File: src/flash_spec_defines.vh
// Register offsets, field positions, reset values and codes of the speculative read-ahead unit
`ifndef FLASH_SPEC_DEFINES_VH
`define FLASH_SPEC_DEFINES_VH

// Register byte offsets
`define BANK0_CTRL_OFFSET     12'h000
`define BANK1_CTRL_OFFSET     12'h004
`define SPEC_STATUS_OFFSET    12'h008

// Control register fields
`define CTRL_BUF_EN_BIT       0
`define CTRL_INSTR_PF_BIT     1
`define CTRL_DATA_PF_BIT      2
`define CTRL_INV_WAY_LSB      20
`define CTRL_INV_WAY_MSB      23
`define CTRL_RESET_VALUE      3'h7

// Status register fields
`define STAT_STATE_LSB        0
`define STAT_FETCH_DROP_BIT   3
`define STAT_FETCH_SPEC_BIT   4
`define STAT_FETCH_BUSY_BIT   5
`define STAT_CUR_VALID_BIT    6
`define STAT_SPEC_VALID_BIT   7

// AXI4-Lite response codes
`define AXI_RESP_OKAY         2'h0
`define AXI_RESP_SLVERR       2'h2

`endif

File: src/phrase_store.v
// Two-phrase storage (current and speculative) with a registered longword read port
`timescale 1ns/100ps

module phrase_store #(
   parameter ENTRIES = 2
) (
   // Clock
   input  wire        mclk,
   // Phrase write
   input  wire        wrEn,
   input  wire        wrEntry,
   input  wire [63:0] wrData,
   // Longword read
   input  wire        rdEn,
   input  wire [1:0]  rdAddr,
   output reg  [31:0] rdData
);

   reg [31:0] words [0:2*ENTRIES-1];

   always @(posedge mclk) begin
      if (wrEn) begin
         words[{wrEntry, 1'b0}] <= wrData[31:0];
         words[{wrEntry, 1'b1}] <= wrData[63:32];
      end
      // Write-first so a phrase landing in the cycle it is asked for is not stale
      if (rdEn) begin
         if (wrEn && (wrEntry == rdAddr[1]))
            rdData <= rdAddr[0] ? wrData[63:32] : wrData[31:0];
         else
            rdData <= words[rdAddr];
      end
   end

endmodule

File: src/flash_spec_prefetch.v
// Speculative read-ahead of the flash acceleration unit with its AXI4-Lite control slave
//
// The placing of the registers and the AXI4-Lite slave port were decided locally.
`timescale 1ns/100ps
`include "flash_spec_defines.vh"

module flash_spec_prefetch #(
   parameter ADDR_W = 20,
   parameter AXI_AW = 12
) (
   // Clock and reset
   input  wire              mclk,
   input  wire              reset,
   // AXI4-Lite write
   input  wire [AXI_AW-1:0] awaddr,
   input  wire              awvalid,
   output reg               awready,
   input  wire [31:0]       wdata,
   input  wire [3:0]        wstrb,
   input  wire              wvalid,
   output reg               wready,
   output reg  [1:0]        bresp,
   output reg               bvalid,
   input  wire              bready,
   // AXI4-Lite read
   input  wire [AXI_AW-1:0] araddr,
   input  wire              arvalid,
   output reg               arready,
   output reg  [31:0]       rdata,
   output reg  [1:0]        rresp,
   output reg               rvalid,
   input  wire              rready,
   // Master read requests
   input  wire              reqValid,
   input  wire [ADDR_W-1:0] reqAddr,
   input  wire              reqInstr,
   output reg               reqReady,
   output reg               rspValid,
   output wire [31:0]       rspData,
   // Flash array
   output reg               flashReq,
   output reg  [ADDR_W-4:0] flashAddr,
   input  wire              flashAck,
   input  wire [63:0]       flashData
);

   localparam TAG_W  = ADDR_W - 3;
   localparam S_IDLE = 2'h0;
   localparam S_WAIT = 2'h1;
   localparam S_READ = 2'h2;

   // Prefetch enable for the bank and access type
   function pfOn;
      input [2:0] c0;
      input [2:0] c1;
      input       bank;
      input       instr;
      reg   [2:0] c;
      begin
         c = bank ? c1 : c0;
         pfOn = instr ? c[`CTRL_INSTR_PF_BIT] : c[`CTRL_DATA_PF_BIT];
      end
   endfunction

   ////////////////////////////////////////////////////////////////////////////////
   // Registers

   reg [2:0]        bank0Ctrl_q;
   reg [2:0]        bank1Ctrl_q;
   reg              awHeld_q;
   reg              wHeld_q;
   reg [AXI_AW-1:0] awAddr_q;
   reg [31:0]       wData_q;
   reg [3:0]        wStrb_q;
   reg              invalidate;

   wire doWrite = awHeld_q && wHeld_q && !bvalid;
   wire wrBank0 = awAddr_q == `BANK0_CTRL_OFFSET;
   wire wrBank1 = awAddr_q == `BANK1_CTRL_OFFSET;
   wire wrStat  = awAddr_q == `SPEC_STATUS_OFFSET;

   // Any way bit written to bank 0 control flushes everything held here, since ways map onto no phrase
   always @* begin
      invalidate = doWrite && wrBank0 && wStrb_q[2]
                   && (wData_q[`CTRL_INV_WAY_MSB:`CTRL_INV_WAY_LSB] != 4'h0);
   end

   always @(posedge mclk) begin
      if (reset) begin
         awready     <= 1'b1;
         wready      <= 1'b1;
         awHeld_q    <= 1'b0;
         wHeld_q     <= 1'b0;
         awAddr_q    <= {AXI_AW{1'b0}};
         wData_q     <= 32'h0000_0000;
         wStrb_q     <= 4'h0;
         bvalid      <= 1'b0;
         bresp       <= `AXI_RESP_OKAY;
         bank0Ctrl_q <= `CTRL_RESET_VALUE;
         bank1Ctrl_q <= `CTRL_RESET_VALUE;
      end else begin
         if (awvalid && awready) begin
            awHeld_q <= 1'b1;
            awready  <= 1'b0;
            awAddr_q <= awaddr;
         end
         if (wvalid && wready) begin
            wHeld_q <= 1'b1;
            wready  <= 1'b0;
            wData_q <= wdata;
            wStrb_q <= wstrb;
         end
         if (doWrite) begin
            awHeld_q <= 1'b0;
            wHeld_q  <= 1'b0;
            bvalid   <= 1'b1;
            bresp    <= (wrBank0 || wrBank1 || wrStat) ? `AXI_RESP_OKAY : `AXI_RESP_SLVERR;
            if (wrBank0 && wStrb_q[0])
               bank0Ctrl_q <= wData_q[2:0];
            if (wrBank1 && wStrb_q[0])
               bank1Ctrl_q <= wData_q[2:0];
         end
         if (bvalid && bready) begin
            bvalid  <= 1'b0;
            awready <= 1'b1;
            wready  <= 1'b1;
         end
      end
   end

   ////////////////////////////////////////////////////////////////////////////////
   // Read-ahead state

   reg [1:0]       state_q, state_d;
   reg [TAG_W-1:0] pTag_q, pTag_d;
   reg             pHalf_q, pHalf_d;
   reg             curSel_q, curSel_d;
   reg             curValid_q, curValid_d;
   reg [TAG_W-1:0] curTag_q, curTag_d;
   reg             specValid_q, specValid_d;
   reg [TAG_W-1:0] specTag_q, specTag_d;
   reg             pfEn_q, pfEn_d;
   reg             fSpec_q, fSpec_d;
   reg             fDrop_q, fDrop_d;
   reg             fReq_d;
   reg [TAG_W-1:0] fAddr_d;
   reg             memWe;
   reg             rdEn;
   reg [1:0]       rdAddr;
   reg             reqBank;

   wire [TAG_W-1:0] reqTag = reqAddr[ADDR_W-1:3];
   wire             accept = reqValid && reqReady;
   wire             ackNow = flashReq && flashAck;

   always @* begin
      state_d     = state_q;
      pTag_d      = pTag_q;
      pHalf_d     = pHalf_q;
      curSel_d    = curSel_q;
      curValid_d  = curValid_q;
      curTag_d    = curTag_q;
      specValid_d = specValid_q;
      specTag_d   = specTag_q;
      pfEn_d      = pfEn_q;
      fSpec_d     = fSpec_q;
      fDrop_d     = fDrop_q;
      fReq_d      = flashReq;
      fAddr_d     = flashAddr;
      memWe       = 1'b0;
      rdEn        = 1'b0;
      rdAddr      = {curSel_q, pHalf_q};
      reqBank     = reqAddr[ADDR_W-1];

      // Fetch completion; the fill always lands in the non-current entry
      if (ackNow) begin
         fReq_d = 1'b0;
         if (fDrop_q) begin
            fDrop_d = 1'b0;
            if (state_q == S_WAIT) begin
               fReq_d  = 1'b1;
               fAddr_d = pTag_q;
               fSpec_d = 1'b0;
            end
         end else begin
            memWe = 1'b1;
            if (state_q == S_WAIT) begin
               curSel_d   = ~curSel_q;
               curTag_d   = flashAddr;
               curValid_d = pTag_q[TAG_W-1] ? bank1Ctrl_q[`CTRL_BUF_EN_BIT]
                                            : bank0Ctrl_q[`CTRL_BUF_EN_BIT];
               state_d    = S_READ;
            end else begin
               specValid_d = 1'b1;
               specTag_d   = flashAddr;
            end
         end
      end

      if (state_q == S_READ) begin
         rdEn    = 1'b1;
         state_d = S_IDLE;
      end else if (accept) begin
         pTag_d  = reqTag;
         pHalf_d = reqAddr[2];
         pfEn_d  = pfOn(bank0Ctrl_q, bank1Ctrl_q, reqBank, reqInstr);
         if (curValid_q && curTag_q == reqTag) begin
            rdEn   = 1'b1;
            rdAddr = {curSel_q, reqAddr[2]};
         end else if (specValid_d && specTag_d == reqTag) begin
            rdEn        = 1'b1;
            rdAddr      = {~curSel_q, reqAddr[2]};
            curSel_d    = ~curSel_q;
            curTag_d    = reqTag;
            curValid_d  = 1'b1;
            specValid_d = 1'b0;
         end else begin
            curValid_d  = 1'b0;
            specValid_d = 1'b0;
            state_d     = S_WAIT;
            if (fReq_d) begin
               // A fetch in flight cannot be aborted; reuse it or discard it
               if (!(fSpec_d && fAddr_d == reqTag))
                  fDrop_d = 1'b1;
            end else begin
               fReq_d  = 1'b1;
               fAddr_d = reqTag;
               fSpec_d = 1'b0;
            end
         end
      end

      if (invalidate) begin
         curValid_d  = 1'b0;
         specValid_d = 1'b0;
         if (fReq_d && fSpec_d)
            fDrop_d = 1'b1;
      end

      // Launch read-ahead as soon as the flash side is free
      if (!fReq_d && state_d != S_WAIT && curValid_d && !specValid_d && pfEn_d
          && !invalidate) begin
         fReq_d  = 1'b1;
         fAddr_d = curTag_d + {{(TAG_W-1){1'b0}}, 1'b1};
         fSpec_d = 1'b1;
      end
   end

   always @(posedge mclk) begin
      if (reset) begin
         state_q     <= S_IDLE;
         pTag_q      <= {TAG_W{1'b0}};
         pHalf_q     <= 1'b0;
         curSel_q    <= 1'b0;
         curValid_q  <= 1'b0;
         curTag_q    <= {TAG_W{1'b0}};
         specValid_q <= 1'b0;
         specTag_q   <= {TAG_W{1'b0}};
         pfEn_q      <= 1'b0;
         fSpec_q     <= 1'b0;
         fDrop_q     <= 1'b0;
         flashReq    <= 1'b0;
         flashAddr   <= {TAG_W{1'b0}};
         reqReady    <= 1'b1;
         rspValid    <= 1'b0;
      end else begin
         state_q     <= state_d;
         pTag_q      <= pTag_d;
         pHalf_q     <= pHalf_d;
         curSel_q    <= curSel_d;
         curValid_q  <= curValid_d;
         curTag_q    <= curTag_d;
         specValid_q <= specValid_d;
         specTag_q   <= specTag_d;
         pfEn_q      <= pfEn_d;
         fSpec_q     <= fSpec_d;
         fDrop_q     <= fDrop_d;
         flashReq    <= fReq_d;
         flashAddr   <= fAddr_d;
         reqReady    <= state_d == S_IDLE;
         rspValid    <= rdEn;
      end
   end

   phrase_store #(
      .ENTRIES (2)
   ) store (
      .mclk    (mclk),
      .wrEn    (memWe),
      .wrEntry (~curSel_q),
      .wrData  (flashData),
      .rdEn    (rdEn),
      .rdAddr  (rdAddr),
      .rdData  (rspData)
   );

   ////////////////////////////////////////////////////////////////////////////////
   // Register read

   always @(posedge mclk) begin
      if (reset) begin
         arready <= 1'b1;
         rvalid  <= 1'b0;
         rdata   <= 32'h0000_0000;
         rresp   <= `AXI_RESP_OKAY;
      end else if (arvalid && arready) begin
         arready <= 1'b0;
         rvalid  <= 1'b1;
         rresp   <= `AXI_RESP_OKAY;
         rdata   <= 32'h0000_0000;
         if (araddr == `BANK0_CTRL_OFFSET)
            rdata[2:0] <= bank0Ctrl_q;
         else if (araddr == `BANK1_CTRL_OFFSET)
            rdata[2:0] <= bank1Ctrl_q;
         else if (araddr == `SPEC_STATUS_OFFSET) begin
            rdata[`STAT_STATE_LSB+1:`STAT_STATE_LSB] <= state_q;
            rdata[`STAT_FETCH_DROP_BIT] <= fDrop_q;
            rdata[`STAT_FETCH_SPEC_BIT] <= fSpec_q;
            rdata[`STAT_FETCH_BUSY_BIT] <= flashReq;
            rdata[`STAT_CUR_VALID_BIT]  <= curValid_q;
            rdata[`STAT_SPEC_VALID_BIT] <= specValid_q;
         end else
            rresp <= `AXI_RESP_SLVERR;
      end else if (rvalid && rready) begin
         rvalid  <= 1'b0;
         arready <= 1'b1;
      end
   end

endmodule

File: config.mk
export PLATFORM = sky130hd
export DESIGN_NAME = flash_spec_prefetch
export DESIGN_NICKNAME = d
export VERILOG_FILES = /design/src/phrase_store.v /design/src/flash_spec_prefetch.v
export VERILOG_INCLUDE_DIRS = /design/src /design/src/src
export SDC_FILE = /design/constraint.sdc
export NUM_CORES = 1
export LEC_CHECK = 0
export BUFFER_PORTS_ARGS = -buffer_cell sky130_fd_sc_hd__buf_2
export CORE_MARGIN = 4
export CORE_UTILIZATION = 45
export DETAILED_ROUTE_END_ITERATION = 6
export GPL_ROUTABILITY_DRIVEN = 0
export GPL_TIMING_DRIVEN = 0
export PLACE_DENSITY_LB_ADDON = 0.1
export SYNTH_ARGS = -nofsm -noshare
export SYNTH_HDL_FRONTEND = slang
export SYNTH_SLANG_ARGS = --single-unit
File: constraint.sdc
create_clock -name mclk -period 4.3 [get_ports mclk]
set_clock_uncertainty 0.05 [all_clocks]
set_input_delay 0.215 -clock mclk [delete_from_list [all_inputs] [get_ports mclk]]
set_output_delay 0.215 -clock mclk [all_outputs]
set_load 0.02 [all_outputs]
After elaboration in Yosys (flattened, before gate mapping)
Memory sizes are Yosys's and may differ from the RTL's.
Index checks and enable logic that the tools add are counted.
W data, S select, Z words.
- bits in registers: 176
- RAM bits: 128
- bits of input ports: 154
- word-level logic and storage cells: 193
- memories kept: 1
- memories (name ; words ; bits a word ; rd ports ; clocked after Yosys merged registers in ; wr ports ; RTL line ; RTL):
    store.words ; 4 ; 32 ; 1 ; 0 ; 2 ; phrase_store.v:19 ; reg [31:0] words [0:2*ENTRIES-1];
- $add $sub $neg: 1
- equality and inequality tests: 11
- multiplexer cells: 107
- bitwise gates (word level): 2
- reduce and logical (&&, ||, !) cells: 40
- operator list (operator ; number):
    $mux W17 ; 19
    $mux W1 ; 64
    $mux W32 ; 2
    $eq A17 B17 Y1 ; 3
    $mux W2 ; 17
    $eq A12 B3 Y1 const B ; 2
    $eq A12 B4 Y1 const B ; 2
    $logic_and A1 B1 Y1 ; 24
    $logic_not A12 Y1 ; 2
    $add A17 B1 Y17 const B ; 1
    $mux W5 ; 3
    $mux W3 ; 2
    $reduce_and A2 Y1 ; 3
    $logic_not A1 Y1 ; 4
    $reduce_bool A4 Y1 ; 1
    $reduce_or A2 Y1 ; 2
    $eq A2 B1 Y1 const B ; 1
    $eq A2 B2 Y1 const B ; 1
    $logic_not A2 Y1 ; 1
    $logic_or A1 B1 Y1 ; 2
    $ne A2 B1 Y1 const B ; 1
    $not A1 Y1 ; 2
    $reduce_bool A2 Y1 ; 1
    $eq A1 B1 Y1 ; 1

Depth between registers and ports, before layout
Gate-level depths: netlist (run 1).
- depth after elaboration: 17
- mapped depth: 19
- mapped depth without buffers: 15

By module
A second synthesis (run 1) with hierarchy kept.
- cell total of the unflattened synthesis: 1247
- area, all modules: 13631.8 sq um
- by module, submodules not included (module ; times used ; cells an instance ; area an instance (sq um) ; seq. area each (sq um)):
    flash_spec_prefetch ; 1 ; 932 ; 7099.3 ; 2482.4
    phrase_store ; 1 ; 315 ; 6532.5 ; 4804.6

Worst setup path before layout (run 1)
No wires, ideal clock.
- kind: flip-flop to flip-flop
- from: register flashReq
- to: memory store.words[2][0], enable pin
- arrival time: 3578 ps
- data required time: 3764 ps
- path slack: 185 ps
- cell stages (with the launch flop): 4
- path buffers: 1
- period minus slack after synthesis: 4115 ps
- path through: dfxtp_1 nand3b_2 clkbuf_1 nor2_1
- RTL lines (element ; RTL line ; RTL):
    start: declaration ; flash_spec_prefetch.v:41 ; output reg flashReq,
    start signal: assignment ; flash_spec_prefetch.v:278 ; flashReq <= fReq_d;
    end: declaration ; phrase_store.v:19 ;

Worst setup path in the final report (run 1)
- from: register fDrop_q
- to: register store.rdData[21] (data pin)
- cells in the longest elaborated chain, start to end: 11
- elaborated cells between the ends (all ways): 17
- RTL lines (element ; RTL line ; RTL):
    start: declaration ; flash_spec_prefetch.v:144 ; reg fDrop_q, fDrop_d;
    start signal: assignment ; flash_spec_prefetch.v:277 ; fDrop_q <= fDrop_d;
    parallel branches: the longest is 10 deep, another holds $mem_v2 Z4 W32 ; n/a ;
    $mux W32 (*) ; phrase_store.v:28 ; if (wrEn && (wrEntry == rdAddr[1]))
    end signal: assignment ; phrase_store.v:29 ; rdData <= rdAddr[0] ? wrData[63:32] : wrData[31:0];
    end signal: assignment ; phrase_store.v:31 ; rdData <= words[rdAddr];
    end: declaration ; phrase_store.v:16 ; output reg [31:0] rdData
Every way passes the cells marked *.
A chain may end at the register's enable or synchronous reset.

==> run summary, run 1 <==
- complete, no violations — outcome
- 241 MHz — maximum clock frequency
- 284 — Sink Count
- 1 — H-tree Lvls
- 24.9% — total routing resource utilization after global routing
- 3.71% — Global Route met3 Usage
- 42800 microns — Total Routed Length
- 6 — 1st-pass router iterations
- 32.6% — GR Layer Usage met1
- yes — CTS tree
- 0.06 ns — Clock Pin Slew Worst Setup and Hold Paths
- 3 — number of buffers between clock root and the deepest sink
- 182 microns — DIE WIDTH
- 68 — distinct cell type count of the synthesized netlist
- 0.0462 ns — worst-case hold slack
- 65800 microns — wire length of the first global-routing pass
- met2 — most heavily used metal layer in global routing
- false — RSZ-0062 raised after global routing
- 160 — count of flip-flops with a built-in enable after synthesis
- 11 — R2R cell count
- 0 — setup-violating endpoint count in the final report
- 0 — overflow left after global routing
- 65 — largest net degree at the start of global routing
- 0 — number of hold violations in the final report
- 0 — number of antenna violations at the first check in global routing
- 2087 — filler-free cell count of the finished design
- 284 — flops & latches, synth
- 0.978 ns — worst slew pin tran
- 1341 — Synth Instances
- 2606 — number of fill cells
- 4.42 ns — critical path arrival
- 20.5 microns — WL/cell
- 29400 microns — HPWL after detailed placement
- 5.55 — vias per cell
- 6.42 nW — Static Leakage
- 1934 — number of placed cells counting well taps
- flip-flop — launching element type of the critical path
- 912 — initial drt markers
- 6.39 mW — power consumption
- 11686 — number of global-route vias before repair
- 53.6% — part of the Yosys area used for sequential elements
- 0 — diode count
- 34.6% — worst-case headroom to the max-slew limit
- sky130_fd_sc_hd__edfxtp_1 — most used flip-flop cell after synthesis
- 247 — Top Ports
- 0 — remaining design rule violation count
- 212 x sky130_fd_sc_hd__nand2_1, 200 x sky130_fd_sc_hd__buf_2, 160 x sky130_fd_sc_hd__edfxtp_1, 120 x sky130_fd_sc_hd__dfxtp_1, 97 x sky130_fd_sc_hd__dlygate4sd3_1 — commonest cells after routing, fill and taps aside
- 372 nW/um^2 — power per cell area
- 0.15 ns — FF-to-FF setup slack
- 1827 — number of nets at the end of the flow
- 0 — number of maximum-capacitance constraint violations
- sky130_fd_sc_hd__clkbuf_16 — clk root buf
- 13600 sq um — synthesized area
- 42.6% — global-route track usage on met2
- 63 — row count
- 0% — Async S/R FF share, synth
- 11581 — vias after detailed routing
- 0 — count of antenna-violating nets left after detailed routing
- 10 — biggest fanout along the worst timing path
- 96.6% — Final period util
- 0 — Synth Warn #
- primary input to flip-flop — path category of the worst min-delay check
- 0.313 mV — maximum resistive drop on vdd
- 31 — number of CTS-inserted buffers
- 3 — hold path cells
- 29700 sq um — placeable core region
- 0.58 ns — insertion delay to the later sink of the worst-skew pair
- 4.57 ns — required time worst endpoint
- 20.7% — proportion of layout cells with a drive suffix above 1
- 0 — final max-slew violation count
- flip-flop — CP Capture Type
- 4.15 ns — time the final worst path needs with I/O delays and setup
- 10.1 sq um — mean area per synthesized cell
- 33100 sq um — Die Footprint
- 182 microns — Die Y
- 26.4% — Syn-to-layout area delta
- flip-flop to flip-flop — Setup Crit Path Kind
- 176 — number of buffer cells added on primary ports
- sky130_fd_sc_hd__nand2_1 — most common library cell in the layout ignoring fill and taps
- 45.8% — starting density of the core
## registers in the layout (all words and copies together), names as in the netlist, 2 cells and up
signal	cells
awAddr_q	12
bank0Ctrl_q	3
bank1Ctrl_q	3
curTag_q	17
flashAddr	17
pTag_q	17
rdata	8
specTag_q	17
state_q	2
store.rdData	32
store.words	128
wData_q	7
wStrb_q	2
## final cells by class
class	count	area (sq um)	share of cell area, %
Inverter	26	97.6	0.568
Clock inverter	11	124	0.720
Tap cell	390	488	2.84
Clock buffer	47	872	5.07
Buffer	123	711	4.13
Multi-Input combinational cell	930	5710	33.2
Timing Repair Buffer	276	1900	11.0
Sequential cell	284	7290	42.4
## final timing paths
path	start	endpoint
worst max-delay path	fDrop_q$_SDFF_PP0_	store.rdData[21]$_DFFE_PP_
worst min-delay path	reqAddr[16]	pTag_q[13]$_SDFFE_PP0P_
worst max register to register	fDrop_q$_SDFF_PP0_	store.rdData[21]$_DFFE_PP_
worst min register to register	pHalf_q$_SDFFE_PP0P_	pHalf_q$_SDFFE_PP0P_
## layer usage
layer | vias up | share of wire [%]
li1 | 5482 | -
met1 | 5582 | 42
met2 | 430 | 49
met3 | 87 | 6.3
met4 | 0 | 2.7
met5 | - | 0
## synth_stat cells (10+ instances only)
cell / count / area share, %
sky130_fd_sc_hd__a211oi_1: 84 / 4.6
sky130_fd_sc_hd__a21boi_0: 15 / 0.83
sky130_fd_sc_hd__a21boi_1: 18 / 0.99
sky130_fd_sc_hd__a21oi_1: 90 / 3.3
sky130_fd_sc_hd__a311oi_1: 32 / 2.1
sky130_fd_sc_hd__and3_1: 39 / 1.8
sky130_fd_sc_hd__buf_2: 24 / 0.88
sky130_fd_sc_hd__buf_4: 31 / 1.7
sky130_fd_sc_hd__buf_6: 10 / 0.83
sky130_fd_sc_hd__clkbuf_1: 57 / 1.6
sky130_fd_sc_hd__dfxtp_1: 124 / 18
sky130_fd_sc_hd__edfxtp_1: 160 / 35
sky130_fd_sc_hd__inv_1: 26 / 0.72
sky130_fd_sc_hd__mux2_2: 22 / 1.8
sky130_fd_sc_hd__mux2i_1: 36 / 2.6
sky130_fd_sc_hd__nand2_1: 215 / 5.9
sky130_fd_sc_hd__nand2b_1: 10 / 0.46
sky130_fd_sc_hd__nand3_1: 26 / 0.96
sky130_fd_sc_hd__nand4_1: 14 / 0.64
sky130_fd_sc_hd__nor2_1: 82 / 2.3
sky130_fd_sc_hd__nor2b_1: 13 / 0.60
sky130_fd_sc_hd__nor3_1: 15 / 0.55
sky130_fd_sc_hd__nor4_1: 13 / 0.60
sky130_fd_sc_hd__o21ai_0: 27 / 0.99
sky130_fd_sc_hd__xnor2_1: 48 / 3.1
sky130_fd_sc_hd__xor2_1: 14 / 0.90
## power breakdown
part	total, mW	internal (mW)	switching (mW)
clock	2.62	1.52	1.10
combinational	0.752	0.305	0.447
sequential	3.02	2.95	0.0662
total	6.39	4.78	1.62
## cells by family after synthesis
group | count (synthesis) | synth area share, %
xor gates and xnor gates | 62 | 3.99
and+or+nand+nor | 458 | 15.6
muxes | 59 | 4.64
buffers and inverters | 152 | 5.82
DFF | 284 | 53.6
AOI/OAI and AO/OA | 324 | 16.2
other | 1 | 0.0276
adders and majority gates | 1 | 0.0920
## through the flow
stage               area [sq um]  utilization [%]  setup TNS [ns]  setup WS [ns]
global route               17200             57.9               0         0.0471
floorplan                  13700                -               0          0.185
detailed placement         15100             50.9           -6.12         -0.939
global placement           15100             50.7         -108.95          -1.62
CTS                        17100             57.6               0         0.0532
finish                     17200             57.9               0          0.147
## worst max-delay path: stages (launching register included)
cell and delay [ns]:
sky130_fd_sc_hd__dfxtp_1 0.34, sky130_fd_sc_hd__nand3b_2 0.31, sky130_fd_sc_hd__nor2_4 0.29, sky130_fd_sc_hd__mux2i_1 0.30, sky130_fd_sc_hd__xnor2_1 0.17, sky130_fd_sc_hd__nor4_1 0.43
sky130_fd_sc_hd__nand3_2 0.13, sky130_fd_sc_hd__or2_1 0.34, sky130_fd_sc_hd__mux2i_1 0.64, sky130_fd_sc_hd__buf_2 0.42, sky130_fd_sc_hd__a211oi_1 0.09, sky130_fd_sc_hd__a311oi_1 0.37
## repair_timing
action	CTS	global route
endpoints found under the setup margin	29	31
gates resized for setup	17	22
buffers inserted	1	0
pin swaps	2	2
hold endpoints to repair	178	0
hold buffers	97	0
No activity file was read; power rests on OpenSTA's default activity.
==> run 2: changes to the inputs <==
ABC_AREA = 1   (was not set)
==> run summary, run 2 <==
- 0.496 ns — worst path setup slack after routing, was 0.147 ns
- false — RSZ-0062 raised after global routing, unchanged
- 0 — Post-CTS Setup Inserts, was 1
- 1 — H-tree Lvls, unchanged
- 4.69 ns — required time worst endpoint, was 4.57 ns
- sky130_fd_sc_hd__edfxtp_1 — library cell with the largest summed area after synthesis, unchanged
- 0.884 ns — worst slew pin tran, was 0.978 ns
- 2497 — filler-free cell count of the finished design, was 2087
- 12465 — number of global-route vias before repair, was 11686
- 64 — row count, was 63
- 45.8% — starting density of the core, about the same
- 90 — hold-fix buffer count after cts, was 97
- 13155 — vias after detailed routing, was 11581
- 33100 microns — HPWL after detailed placement, was 29400 microns
- 128 — Largest register FFs, unchanged
- 1133 — initial drt markers, was 912
- 284 — flops & latches, synth, unchanged
- 0% — Async S/R FF share, synth, unchanged
- 14100 sq um — synthesized area, was 13600 sq um
- 10 — biggest fanout along the worst timing path, unchanged
- 45 — distinct cell type count of the synthesized netlist, was 68
- yes — CTS tree, unchanged
- flip-flop to flip-flop — Setup Crit Path Kind, unchanged
- 1734 — Synth Instances, was 1341
- store.words — Reg with most FFs, unchanged
- 0.06 ns — Clock Pin Slew Worst Setup and Hold Paths, about the same
- sky130_fd_sc_hd__nand2_1 — dominant cell by count in the synthesized netlist, unchanged
- 0 — number of maximum-capacitance constraint violations, unchanged
- 46000 microns — Total Routed Length, was 42800 microns
- sky130_fd_sc_hd__edfxtp_1 — most used flip-flop cell after synthesis, unchanged
- 2349 — number of placed cells counting well taps, was 1934
- 88.5% — Final period util, was 96.6%
- 18.4 microns — WL/cell, was 20.5 microns
- 34200 sq um — Die Footprint, was 33100 sq um
- 185 microns — DIE WIDTH, was 182 microns
- 0 — setup-violating endpoint count in the final report, unchanged
- 6 — 1st-pass router iterations, unchanged
- 0.289 mV — maximum resistive drop on vdd, was 0.313 mV
- 0 — Synth Warn #, unchanged
- 0 — count of antenna-violating nets left after detailed routing, unchanged
- 0 — final max-slew violation count, unchanged
- 25.9% — total routing resource utilization after global routing, was 24.9%
- 284 — Sink Count, unchanged
- 0.56 ns — insertion delay to the later sink of the worst-skew pair, was 0.58 ns
- 0 — number of antenna violations at the first check in global routing, unchanged
- 247 — Top Ports, unchanged
- 31 — number of CTS-inserted buffers, unchanged
- 0 — number of hold violations in the final report, unchanged
- sky130_fd_sc_hd__nand2_1 — most common library cell in the layout ignoring fill and taps, unchanged
- 4.20 ns — critical path arrival, was 4.42 ns
- 160 — count of flip-flops with a built-in enable after synthesis, unchanged
- sky130_fd_sc_hd__clkbuf_16 — clk root buf, unchanged
- 30700 sq um — placeable core region, was 29700 sq um
- 7.55 nW — Static Leakage, was 6.42 nW
- 0 — PostCTS Resize Cnt, was 17
- 2231 — number of nets at the end of the flow, was 1827
- 25.5% — Syn-to-layout area delta, was 26.4%
- flip-flop — CP Capture Type, unchanged
- store.words x128, store.rdData x32 — registers with the highest flip-flop counts, unchanged
- 27 — largest net degree at the start of global routing, was 65
- 263 MHz — maximum clock frequency, was 241 MHz
- 0.50 ns — FF-to-FF setup slack, was 0.15 ns
- 17.6% — proportion of layout cells with a drive suffix above 1, was 20.7%
- 189 — number of buffer cells added on primary ports, was 176
- 57.5% — end-of-flow core utilization, was 57.9%
- 0.652 ns — minimum setup slack after placement, was -0.939 ns
- 0 ns — Setup TNS, unchanged
- 17700 sq um — cell area after layout, was 17200 sq um
- complete, no violations — outcome, unchanged
- sky130_fd_sc_hd__edfxtp_1 34%, sky130_fd_sc_hd__dfxtp_1 18%, sky130_fd_sc_hd__nand2_1 11%, sky130_fd_sc_hd__nor2_1 5.8%, sky130_fd_sc_hd__nand3_1 4.5% — top cells by area, synth, was sky130_fd_sc_hd__edfxtp_1 35%, sky130_fd_sc_hd__dfxtp_1 18%, sky130_fd_sc_hd__nand2_1 5.9%, sky130_fd_sc_hd__a211oi_1 4.6%, sky130_fd_sc_hd__a21oi_1 3.3%
- 3.80 ns — time the final worst path needs with I/O delays and setup, was 4.15 ns
- 69000 microns — wire length of the first global-routing pass, was 65800 microns
- flip-flop — launching element type of the critical path, unchanged
- primary input to flip-flop — path category of the worst min-delay check, unchanged
- 0 — diode count, unchanged
- 3 — number of buffers between clock root and the deepest sink, unchanged
- 5.27 — vias per cell, was 5.55
- 403 x sky130_fd_sc_hd__nand2_1, 220 x sky130_fd_sc_hd__buf_2, 215 x sky130_fd_sc_hd__nor2_1, 160 x sky130_fd_sc_hd__edfxtp_1, 145 x sky130_fd_sc_hd__inv_1 — commonest cells after routing, fill and taps aside, was 212 x sky130_fd_sc_hd__nand2_1, 200 x sky130_fd_sc_hd__buf_2, 160 x sky130_fd_sc_hd__edfxtp_1, 120 x sky130_fd_sc_hd__dfxtp_1, 97 x sky130_fd_sc_hd__dlygate4sd3_1
- 0 — overflow left after global routing, unchanged
- 34.1% — share of the synthesized area in the top cell type, was 35.3%
- 15800 sq um — instance area at placement, was 15100 sq um
- 185 microns — Die Y, was 182 microns
- 51.7% — part of the Yosys area used for sequential elements, was 53.6%
- 378 nW/um^2 — power per cell area, was 372 nW/um^2
- 41.1% — worst-case headroom to the max-slew limit, was 34.6%
- 8.12 sq um — mean area per synthesized cell, was 10.1 sq um
- 404 x sky130_fd_sc_hd__nand2_1, 217 x sky130_fd_sc_hd__nor2_1, 160 x sky130_fd_sc_hd__edfxtp_1, 145 x sky130_fd_sc_hd__inv_1, 126 x sky130_fd_sc_hd__nand3_1 — top cell types by occurrence after synthesis, was 215 x sky130_fd_sc_hd__nand2_1, 160 x sky130_fd_sc_hd__edfxtp_1, 124 x sky130_fd_sc_hd__dfxtp_1, 90 x sky130_fd_sc_hd__a21oi_1, 84 x sky130_fd_sc_hd__a211oi_1
- 0 — remaining design rule violation count, unchanged
## run 2: area by class of cell
cell class	instances	area (sq um)
multi-input combinational	1211	5690
buffer	106	624
fill	2873	13100
clock buffer	36	795
inverter	158	593
timing repair buffer	284	1960
sequential	284	7290
clock inverter	22	231
tap	396	495
## run 2: cell families (layout without fill, tap and decap cells)
family / after synthesis / in the layout / share of synthesized area (%)
fa+ha+maj: 1 / 1 / 0.0888
xor+xnor: 15 / 15 / 0.933
flops: 284 / 284 / 51.7
simple gates: 833 / 833 / 25.4
compound gates: 336 / 336 / 13.1
other cells: 1 / 26 / 0.0266
buf+inv: 264 / 606 / 8.64
## run 2: through the flow
stage	total power [mW]	hold WS, ns
3_5_place_dp	3.95	0.371
3_3_place_gp	3.94	0.370
2_1_floorplan	3.62	0.264
6_report	6.69	0.0350
4_1_cts	6.72	0.0306
5_1_grt	6.95	0.0588
## run 2: critical path, stage by stage, from the launching register on
cell	delay (ns)
sky130_fd_sc_hd__dfxtp_1	0.42
sky130_fd_sc_hd__nand2_2	0.15
sky130_fd_sc_hd__nor2_4	0.16
sky130_fd_sc_hd__buf_6	0.18
sky130_fd_sc_hd__buf_6	0.17
sky130_fd_sc_hd__inv_2	0.12
sky130_fd_sc_hd__nor3_4	0.40
sky130_fd_sc_hd__inv_2	0.12
sky130_fd_sc_hd__clkbuf_1	0.30
sky130_fd_sc_hd__o21ai_0	0.24
sky130_fd_sc_hd__nand2_1	0.08
sky130_fd_sc_hd__nand2_1	0.24
sky130_fd_sc_hd__ha_1	0.26
sky130_fd_sc_hd__nand3_2	0.15
sky130_fd_sc_hd__nor2_2	0.27
sky130_fd_sc_hd__xor2_1	0.13
sky130_fd_sc_hd__o21ai_1	0.15
sky130_fd_sc_hd__inv_1	0.10
## run 2: worst paths after layout
kind | from | endpoint | depth (start not counted)
setup / recovery | flashReq$_SDFF_PP0_ | flashAddr[6]$_SDFF_PP0_ | 17
hold / removal | reqInstr | pfEn_q$_SDFF_PP0_ | 6
setup reg to reg | flashReq$_SDFF_PP0_ | flashAddr[6]$_SDFF_PP0_ | 17
hold reg to reg | awHeld_q$_SDFFE_PP0P_ | awHeld_q$_SDFFE_PP0P_ | 2
## run 2: per-layer routing
layer / vias to the layer above / track usage (%) / wire length [microns]
li1: 6434 / - / -
met1: 6022 / 34.1 / 19000
met2: 550 / 42.4 / 20800
met3: 149 / 4.18 / 3640
met4: 0 / 11.6 / 2500
met5: - / 0 / 0
## run 2: report_power, final
part	internal [mW]	switching [mW]
combinational	0.328	0.606
clock	1.61	1.10
sequential	2.98	0.0663
